**src/inc/wdt_map.svh**
```systemverilog
/*
 * Register offsets, field positions, reset values and the unlock key
 * of the watchdog timer block.
 * Assumes an 8-bit byte address on the AXI4-Lite register port.
 */
`ifndef WDT_MAP_SVH
`define WDT_MAP_SVH

// Byte offsets, one aligned 32-bit word each
`define WDT_OFS_LOAD   8'h00
`define WDT_OFS_VALUE  8'h04
`define WDT_OFS_CTRL   8'h08
`define WDT_OFS_ICR    8'h0C
`define WDT_OFS_RIS    8'h10
`define WDT_OFS_MIS    8'h14
`define WDT_OFS_LOCK   8'h18

// Control register fields
`define WDT_CTL_CNT_EN 0
`define WDT_CTL_INT_EN 1
`define WDT_CTL_RST_EN 2
`define WDT_CTL_NMI    3
`define WDT_CTL_STALL  4

// Reset values
`define WDT_LOAD_RST   32'hFFFF_FFFF
// Unlock key, value is arbitrary
`define WDT_UNLOCK_KEY 32'h5A5A_0F0F

// AXI responses
`define WDT_RESP_OKAY   2'h0
`define WDT_RESP_SLVERR 2'h2

`endif

```
**src/inc/wdt_pkg.sv**
```systemverilog
/*
 * Types shared by the watchdog timer modules.
 * Assumes the constants of wdt_map.svh.
 */
package wdt_pkg;
    typedef logic [31:0] wdt_word_t;
    typedef logic [7:0]  wdt_addr_t;
    typedef logic [1:0]  wdt_resp_t;

    // Life cycle of the counter
    typedef enum logic [1:0] {
        WDT_PH_OFF   = 2'b00,
        WDT_PH_COUNT = 2'b01,
        WDT_PH_RESET = 2'b10
    } wdt_phase_t;
endpackage

```
**src/inc/wdt_reg_if.sv**
```systemverilog
/*
 * Register access path between the AXI4-Lite front end and the core.
 * Assumes one write strobe per cycle and a combinational read mux.
 */
`timescale 1ns/100ps
`default_nettype none
interface wdt_reg_if;
    logic                     wr_en;
    wdt_pkg::wdt_addr_t       wr_addr;
    wdt_pkg::wdt_word_t       wr_data;
    logic [3:0]               wr_strb;
    logic                     wr_ok;
    wdt_pkg::wdt_addr_t       rd_addr;
    wdt_pkg::wdt_word_t       rd_data;
    logic                     rd_ok;

    modport slave (output wr_en, wr_addr, wr_data, wr_strb, rd_addr, input wr_ok, rd_data, rd_ok);
    modport core  (input wr_en, wr_addr, wr_data, wr_strb, rd_addr, output wr_ok, rd_data, rd_ok);
endinterface
`default_nettype wire

```
**src/rtl/wdt_axil.sv**
```systemverilog
/*
 * AXI4-Lite slave front end of the watchdog timer.
 * Assumes the core answers decode and read data combinationally.
 */
`timescale 1ns/100ps
`default_nettype none
`include "wdt_map.svh"
module wdt_axil (
    // Clock and reset
    input  wire logic               aclk,
    input  wire logic               aresetn,
    // Write address and data
    input  wire wdt_pkg::wdt_addr_t awaddr,
    input  wire logic               awvalid,
    output logic                    awready,
    input  wire wdt_pkg::wdt_word_t wdata,
    input  wire logic [3:0]         wstrb,
    input  wire logic               wvalid,
    output logic                    wready,
    // Write response
    output wdt_pkg::wdt_resp_t      bresp,
    output logic                    bvalid,
    input  wire logic               bready,
    // Read address and data
    input  wire wdt_pkg::wdt_addr_t araddr,
    input  wire logic               arvalid,
    output logic                    arready,
    output wdt_pkg::wdt_word_t      rdata,
    output wdt_pkg::wdt_resp_t      rresp,
    output logic                    rvalid,
    input  wire logic               rready,
    // Core side
    wdt_reg_if.slave                rif
);
    import wdt_pkg::*;

    wdt_addr_t awaddr_q;
    wdt_word_t wdata_q;
    logic [3:0] wstrb_q;

    // A low ready means the item is held; the write fires once both are held
    assign rif.wr_en   = !awready && !wready && !bvalid;
    assign rif.wr_addr = awaddr_q;
    assign rif.wr_data = wdata_q;
    assign rif.wr_strb = wstrb_q;
    assign rif.rd_addr = araddr;

    // Write address channel
    always_ff @(posedge aclk) begin
        if (!aresetn) begin
            awready  <= 1'b1;
            awaddr_q <= 8'h00;
        end else if (awvalid && awready) begin
            awready  <= 1'b0;
            awaddr_q <= awaddr;
        end else if (bvalid && bready) begin
            awready  <= 1'b1;
        end
    end

    // Write data channel, taken independently of the address
    always_ff @(posedge aclk) begin
        if (!aresetn) begin
            wready  <= 1'b1;
            wdata_q <= 32'h0000_0000;
            wstrb_q <= 4'h0;
        end else if (wvalid && wready) begin
            wready  <= 1'b0;
            wdata_q <= wdata;
            wstrb_q <= wstrb;
        end else if (bvalid && bready) begin
            wready  <= 1'b1;
        end
    end

    // Write response, one cycle after the write strobe
    always_ff @(posedge aclk) begin
        if (!aresetn) begin
            bvalid <= 1'b0;
            bresp  <= `WDT_RESP_OKAY;
        end else if (rif.wr_en) begin
            bvalid <= 1'b1;
            bresp  <= rif.wr_ok ? `WDT_RESP_OKAY : `WDT_RESP_SLVERR;
        end else if (bready) begin
            bvalid <= 1'b0;
        end
    end

    // Read channel; data is sampled at the address handshake
    always_ff @(posedge aclk) begin
        if (!aresetn) begin
            arready <= 1'b1;
            rvalid  <= 1'b0;
            rdata   <= 32'h0000_0000;
            rresp   <= `WDT_RESP_OKAY;
        end else if (arvalid && arready) begin
            arready <= 1'b0;
            rvalid  <= 1'b1;
            rdata   <= rif.rd_data;
            rresp   <= rif.rd_ok ? `WDT_RESP_OKAY : `WDT_RESP_SLVERR;
        end else if (rvalid && rready) begin
            arready <= 1'b1;
            rvalid  <= 1'b0;
        end
    end
endmodule
`default_nettype wire

```
**src/rtl/wdt_top.sv**
```systemverilog
/*
 * Watchdog timer: 32-bit down counter with load register, interrupt,
 * second-timeout reset request and configuration lock.
 * Assumes one 40 MHz clock, a synchronous active-low reset, and a debug
 * halt level arriving asynchronously from the processor.
 */
// Implementation choices: the AXI4-Lite register port and the register addresses.
// What this block does
// Timeout counter is a 32-bit down counter starting from a loadable value.
// While locked, writes to configuration registers are ignored.
// While locked, enable, interrupt enable and load value writes do nothing.
// Enabled counter reaching zero marks first timeout and sets interrupt status.
// Enabling the counter enables the interrupt; a separate interrupt enable exists.
// After first timeout the counter reloads from the load register and counts on.
// Second zero with status still set and reset enabled asserts system reset.
// Clearing the interrupt before second timeout reloads the counter, no reset.
// New load value written while running loads the counter at once.
// Interrupt clear deasserts the interrupt source, possibly a few cycles late.
// Software reads raw status and masked status, raw gated by interrupt enable.
// A status bit of one means interrupt active, zero means inactive.
// Interrupt type selects standard interrupt by default or non-maskable.
// In non-maskable mode the enable still gates and software still clears.
// Lock indication reads true while locked, false while unlocked.
// Programmed load value reads back.
// Reset enable decides whether second timeout resets; otherwise only interrupts.
// Writing a load value of zero raises the interrupt immediately.
// With stall enabled the counter holds while the debugger halts the processor.
// Software reads whether the counter is enabled and its present value.
// Counter stays enabled and reset request stays asserted until system reset.
`timescale 1ns/100ps
`default_nettype none
`include "wdt_map.svh"
module wdt_top (
    // Clock and reset
    input  wire logic               aclk,
    input  wire logic               aresetn,
    // Write address and data
    input  wire wdt_pkg::wdt_addr_t awaddr,
    input  wire logic               awvalid,
    output logic                    awready,
    input  wire wdt_pkg::wdt_word_t wdata,
    input  wire logic [3:0]         wstrb,
    input  wire logic               wvalid,
    output logic                    wready,
    // Write response
    output wdt_pkg::wdt_resp_t      bresp,
    output logic                    bvalid,
    input  wire logic               bready,
    // Read address and data
    input  wire wdt_pkg::wdt_addr_t araddr,
    input  wire logic               arvalid,
    output logic                    arready,
    output wdt_pkg::wdt_word_t      rdata,
    output wdt_pkg::wdt_resp_t      rresp,
    output logic                    rvalid,
    input  wire logic               rready,
    // Processor side
    input  wire logic               dbg_halted,
    output logic                    wdt_irq,
    output logic                    wdt_nmi,
    output logic                    sys_reset_req
);
    import wdt_pkg::*;

    wdt_reg_if rif ();

    wdt_word_t  load_val;
    wdt_word_t  count;
    wdt_word_t  next_load;
    wdt_phase_t phase;
    logic       int_en;
    logic       rst_en;
    logic       nmi_sel;
    logic       stall_en;
    logic       locked;
    logic       ris;
    logic       halt_meta;
    logic       halt_sync;
    logic       running;
    logic       cfg_ok;
    logic       wr_load;
    logic       wr_ctrl;
    logic       wr_icr;
    logic       wr_lock;
    logic       tick;
    logic       timeout;
    logic       zero_load;
    logic       masked;

    wdt_axil u_bus (
        .aclk    (aclk),
        .aresetn (aresetn),
        .awaddr  (awaddr),
        .awvalid (awvalid),
        .awready (awready),
        .wdata   (wdata),
        .wstrb   (wstrb),
        .wvalid  (wvalid),
        .wready  (wready),
        .bresp   (bresp),
        .bvalid  (bvalid),
        .bready  (bready),
        .araddr  (araddr),
        .arvalid (arvalid),
        .arready (arready),
        .rdata   (rdata),
        .rresp   (rresp),
        .rvalid  (rvalid),
        .rready  (rready),
        .rif     (rif.slave)
    );

    // Debug halt comes from another domain; two flops before use
    always_ff @(posedge aclk) begin
        if (!aresetn) begin
            halt_meta <= 1'b0;
            halt_sync <= 1'b0;
        end else begin
            halt_meta <= dbg_halted;
            halt_sync <= halt_meta;
        end
    end

    // Write decode; config writes need the lock open
    assign cfg_ok  = !locked;
    assign wr_load = rif.wr_en && rif.wr_addr == `WDT_OFS_LOAD && cfg_ok;
    assign wr_ctrl = rif.wr_en && rif.wr_addr == `WDT_OFS_CTRL && cfg_ok;
    assign wr_icr  = rif.wr_en && rif.wr_addr == `WDT_OFS_ICR;
    assign wr_lock = rif.wr_en && rif.wr_addr == `WDT_OFS_LOCK;

    // Byte lanes merge into the old load value
    always_comb begin
        next_load = load_val;
        for (int i = 0; i < 4; i++) begin
            if (rif.wr_strb[i]) begin
                next_load[8*i +: 8] = rif.wr_data[8*i +: 8];
            end
        end
    end

    // Counter advances unless held by the debugger
    assign running   = phase != WDT_PH_OFF;
    assign tick      = running && !(stall_en && halt_sync);
    assign timeout   = tick && count == 32'h0000_0000 && !wr_load && !wr_icr;
    assign zero_load = wr_load && next_load == 32'h0000_0000;
    assign masked    = ris && int_en;

    // Load register
    always_ff @(posedge aclk) begin
        if (!aresetn) begin
            load_val <= `WDT_LOAD_RST;
        end else if (wr_load) begin
            load_val <= next_load;
        end
    end

    // Down counter; a live load write or a clear outranks the decrement
    always_ff @(posedge aclk) begin
        if (!aresetn) begin
            count <= `WDT_LOAD_RST;
        end else if (!running) begin
            count <= wr_load ? next_load : load_val;
        end else if (wr_load) begin
            count <= next_load;
        end else if (wr_icr) begin
            count <= load_val;
        end else if (timeout) begin
            count <= load_val;
        end else if (tick) begin
            count <= count - 32'h0000_0001;
        end
    end

    // Phase: off until enabled, then only a system reset stops it
    always_ff @(posedge aclk) begin
        if (!aresetn) begin
            phase <= WDT_PH_OFF;
        end else begin
            unique case (phase)
                WDT_PH_OFF: begin
                    if (wr_ctrl && rif.wr_data[`WDT_CTL_CNT_EN]) begin
                        phase <= WDT_PH_COUNT;
                    end
                end
                WDT_PH_COUNT: begin
                    if (timeout && ris && rst_en) begin
                        phase <= WDT_PH_RESET;
                    end
                end
                WDT_PH_RESET: begin
                    phase <= WDT_PH_RESET;
                end
                default: begin
                    phase <= WDT_PH_OFF;
                end
            endcase
        end
    end

    // Control bits; the interrupt enable can only be set, never withdrawn; the other bits follow each write
    always_ff @(posedge aclk) begin
        if (!aresetn) begin
            int_en   <= 1'b0;
            rst_en   <= 1'b0;
            nmi_sel  <= 1'b0;
            stall_en <= 1'b0;
        end else if (wr_ctrl) begin
            int_en   <= int_en | rif.wr_data[`WDT_CTL_INT_EN] | rif.wr_data[`WDT_CTL_CNT_EN];
            rst_en   <= rif.wr_data[`WDT_CTL_RST_EN];
            nmi_sel  <= rif.wr_data[`WDT_CTL_NMI];
            stall_en <= rif.wr_data[`WDT_CTL_STALL];
        end
    end

    // Lock: the key opens it, any other value closes it
    always_ff @(posedge aclk) begin
        if (!aresetn) begin
            locked <= 1'b0;
        end else if (wr_lock) begin
            locked <= rif.wr_data != `WDT_UNLOCK_KEY;
        end
    end

    // Raw status; a clear in the cycle the count reaches zero suppresses that timeout
    always_ff @(posedge aclk) begin
        if (!aresetn) begin
            ris <= 1'b0;
        end else if (timeout || zero_load) begin
            ris <= 1'b1;
        end else if (wr_icr) begin
            ris <= 1'b0;
        end
    end

    // Interrupt lines; the enable gates both types
    always_ff @(posedge aclk) begin
        if (!aresetn) begin
            wdt_irq <= 1'b0;
            wdt_nmi <= 1'b0;
        end else begin
            wdt_irq <= masked && !nmi_sel;
            wdt_nmi <= masked && nmi_sel;
        end
    end

    // Reset request holds until the system reset lands
    always_ff @(posedge aclk) begin
        if (!aresetn) begin
            sys_reset_req <= 1'b0;
        end else if (timeout && ris && rst_en) begin
            sys_reset_req <= 1'b1;
        end
    end

    // Register decode and read mux; status bits read one when active
    always_comb begin
        rif.rd_ok   = 1'b1;
        rif.rd_data = 32'h0000_0000;
        unique case (rif.rd_addr)
            `WDT_OFS_LOAD:  rif.rd_data = load_val;
            `WDT_OFS_VALUE: rif.rd_data = count;
            `WDT_OFS_CTRL: begin
                rif.rd_data[`WDT_CTL_CNT_EN] = running;
                rif.rd_data[`WDT_CTL_INT_EN] = int_en;
                rif.rd_data[`WDT_CTL_RST_EN] = rst_en;
                rif.rd_data[`WDT_CTL_NMI]    = nmi_sel;
                rif.rd_data[`WDT_CTL_STALL]  = stall_en;
            end
            `WDT_OFS_ICR:   rif.rd_data = 32'h0000_0000;
            `WDT_OFS_RIS:   rif.rd_data[0] = ris;
            `WDT_OFS_MIS:   rif.rd_data[0] = masked;
            `WDT_OFS_LOCK:  rif.rd_data[0] = locked;
            default:        rif.rd_ok = 1'b0;
        endcase
    end

    // Writes to read-only words are accepted and dropped
    always_comb begin
        unique case (rif.wr_addr)
            `WDT_OFS_LOAD, `WDT_OFS_VALUE, `WDT_OFS_CTRL, `WDT_OFS_ICR,
            `WDT_OFS_RIS, `WDT_OFS_MIS, `WDT_OFS_LOCK: rif.wr_ok = 1'b1;
            default: rif.wr_ok = 1'b0;
        endcase
    end
endmodule
`default_nettype wire

```
**config.mk**
```make
export PLATFORM = sky130hd
export DESIGN_NAME = wdt_top
export DESIGN_NICKNAME = d
export VERILOG_FILES = /design/src/inc/wdt_pkg.sv /design/src/inc/wdt_reg_if.sv /design/src/rtl/wdt_axil.sv /design/src/rtl/wdt_top.sv
export VERILOG_INCLUDE_DIRS = /design/src /design/src/inc
export SDC_FILE = /design/constraint.sdc
export NUM_CORES = 1
export LEC_CHECK = 0
export ABC_AREA = 1
export BUFFER_PORTS_ARGS = -buffer_cell sky130_fd_sc_hd__buf_2
export CORE_MARGIN = 8
export CORE_UTILIZATION = 45
export DETAILED_ROUTE_END_ITERATION = 6
export PLACE_DENSITY = 0.67
export SETUP_SLACK_MARGIN = 0.3
export SYNTH_ARGS = -nofsm -noshare
export SYNTH_HDL_FRONTEND = slang
export SYNTH_HIERARCHICAL = 1
export SYNTH_SLANG_ARGS = --single-unit
```
**constraint.sdc**
```tcl
create_clock -name aclk -period 1.8 [get_ports aclk]
set_clock_uncertainty 0.05 [all_clocks]
set_input_delay 0 -clock aclk [delete_from_list [all_inputs] [get_ports aclk]]
set_output_delay 0 -clock aclk [all_outputs]
set_load 0.005 [all_outputs]
```
==> metrics.txt <==
CP Buf/Inv Count 6; Layout area overhead 41.23%; YS warnings 6; worst setup margin -0.2823 ns; clock tree buffer depth 2; Final Hold Vio Count 0; CP Max Fanout 7; Min Hold Slack around 0.021 ns; fillcell total 1722; commonest non-fill, non-tap cell in the layout nor2_1; post-route setup TNS -9.607 ns; mapped cell area ~8800 um2; Max Clk Rate 480.2 MHz; die height 155.5 um; gr usage total about a quarter; EDFF count, synth 0; Seq. cell area 3213 um2; share of cells above drive strength 1 29.07%; CP Launch Type flip-flop; Clock transition at path regs 0.07 ns; ys flop type dfxtp_1; arrival time worst endpoint around 2.4 ns; final setup fails 51; core region area about 19000 um2; unrepaired setup endpoints after global routing true; Inserted Clock Buffers 17; dpl cell area 10450 um2; Yosys reg bits 160; Hold WC Path Type in -> reg; status finished with violations; commonest non-fill, non-tap cells in the layout nor2_1 (229), nand2_1 (228), dfxtp_1 (152); post-route DRC violation count 0; final WL 30.10 mm; CTS tree yes; total gr overflow 0; vias per cell 5.140; Final period util 115.7%; I/O Buffers 101; total number of vias 9673; worst-skew pair later-pin latency 0.44 ns; maximum VDD drop 609.9 uV; area occupied by multi-input gates roughly 5000 um2; drt first pass iters 5; Finished Core Util between 60% and 70%; Row Count 51; CP max stage delay 0.32 ns; DP Wirelength 21.29 mm; vias in the first global route roughly 9000; Finished Cell Area around 12000 um2; DRT iter0 DRCs about 920; Avg WL per Cell 15.99 um; Initial Util 45.47%; cell area power density about 870 nW/um2; Async S/R FF share, synth 0%; Crit path max-delay family simple AND/OR/NAND/NOR gates; violated checks negative setup slack; DRT antenna net count 0; Die ar. 24190 um2; CP max stage cell dfxtp_2; number of H-tree levels 4; first-pass GRT wire length 46.70 mm; die width about 160 um; Max-slew headroom about two fifths; critical path type reg -> reg; Sink Count 160; Netlist cell types 52; Slew Limit Fails 0; total of max-cap violations 0; routability cong. 0.9498; initial antenna violation count 0; Synth Area per Inst 6.583 um2; crit path cell chain nor2_2, nand2_2, inv_2, inv_2, nor2_2, nand3_2, nor2_4, buf_12, buf_12, nor2_4, a21oi_4, buf_6, buf_6, nand2_2, o211ai_1, nand3_1; Ant. Diodes 0; sequential element share of the synthesized area 36.56%; Synth Instances 1331; Crit. End Element flip-flop; pin count of the biggest net entering global routing 75; Pleak 5.973 nW; actual transition at the worst max-transition pin between 0.8 and 0.9 ns; I/O pin count 104; Layout Nets between 1500 and 2000; Critical Path RT 2.07 ns; post-place setup slack -0.2700 ns; min Tclk post-route 2.082 ns; Root Buffer clkbuf_16
## worst min-delay path, stage by stage
cell	delay [ns]
buf_2	0.12
nand4_1	0.10
o2111ai_1	0.10
o21ai_1	0.07
nor2_1	0.07
## logic make-up (layout without fill, tap and decap cells)
| group | count (synthesis) | after routing | share of synthesized area, % |
|---|---|---|---|
| adder cells (fa/ha/maj) | 3 | 3 | 0.4284 |
| flip-flops | 160 | 160 | 36.56 |
| other | 1 | 2 | 0.04280 |
| AND/OR/NAND/NOR | 646 | 646 | 32.14 |
| buffers and inverters | 228 | 513 | 11.94 |
| multiplexers | 1 | 1 | 0.1142 |
| AO/OA/AOI/OAI | 272 | 272 | 16.78 |
| XOR/XNOR | 20 | 20 | 1.999 |
## stage by stage
stage / total power (W) / instances
floorplan: 0.005634 / 1332
CTS: 0.01061 / 1872
detailed placement: 0.006635 / 1776
finish: 0.01077 / 1882
global placement: 0.006620 / 1776
global route: 0.01131 / 1882
## state kept, by name, summed over array words and instances, names as in the netlist, 2 cells and up
name               flops
u_bus/rif.wr_data     32
u_bus/rdata           32
count                 32
u_bus/rif.wr_strb      4
load_val              32
u_bus/rif.wr_addr      8
phase                  2
## final timing paths
path	start	to	slack (ns)	cells past startpoint
setup / recovery	u_bus/awready	count[1]	-0.28	16
hold / removal	araddr[3]	u_bus/rdata[0]	0.02	5
setup reg to reg	u_bus/awready	count[1]	-0.28	16
hold reg to reg	halt_meta	halt_sync	0.38	2
## cell type report
class / instances / share of cell area [%]
clock buffers: 19 / 3.579
clock inverters: 13 / 1.223
inverters: 157 / 4.975
multi-input cells: 944 / 40.28
flip-flops and latches: 160 / 25.97
well taps: 265 / 2.679
repair buffers: 324 / 21.29
## routing by layer
metal / global-route usage, % / share of wire, % / wire length (um)
met1: 33.29 / 45 / 13460
met2: 37.56 / 45 / 13570
met3: 4.044 / 7.5 / 2253
met4: 9.057 / 2.7 / 811
met5: 0 / 0 / 0
## timing repair
item | 4_1_cts | 5_1_grt
gates cloned | 2 | 1
buffers inserted | 11 | 9
pin swaps | 6 | 29
endpoints found under the hold margin | 67 | 0
gates resized for setup | 76 | 118
hold buffers | 51 | 0
endpoints found under the setup margin | 73 | 83
## power breakdown
group          internal [W]  total [W]  switching [W]
logic               0.00131    0.00292        0.00161
clock network       0.00211    0.00374        0.00163
registers           0.00386    0.00412       0.000256
## Yosys cell counts (4+ instances only)
master      n  area share [%]
nand2_1   260              11
nor2_1    238              10
dfxtp_1   160              37
inv_1     151             6.5
o21ai_0   143             8.2
nand3_1    59             3.4
o21ai_1    50             2.9
a21oi_1    33             1.9
o22ai_1    23             1.6
xor2_1     20             2.0
buf_2      19             1.1
clkbuf_1   18            0.77
buf_4      16             1.4
nand4_1    13            0.93
buf_6      12             1.5
or2_1      12            0.86
or2_2      12            0.86
nor3_1     11            0.63
nor2_2      9            0.64
inv_2       5            0.21
nand3b_1    5            0.43
nor2_4      5            0.64
nor4_1      5            0.36
o21bai_1    5            0.43
o221ai_1    5            0.50
nand2_2     4            0.29
Note: power is estimated with default switching activity, not from simulation.
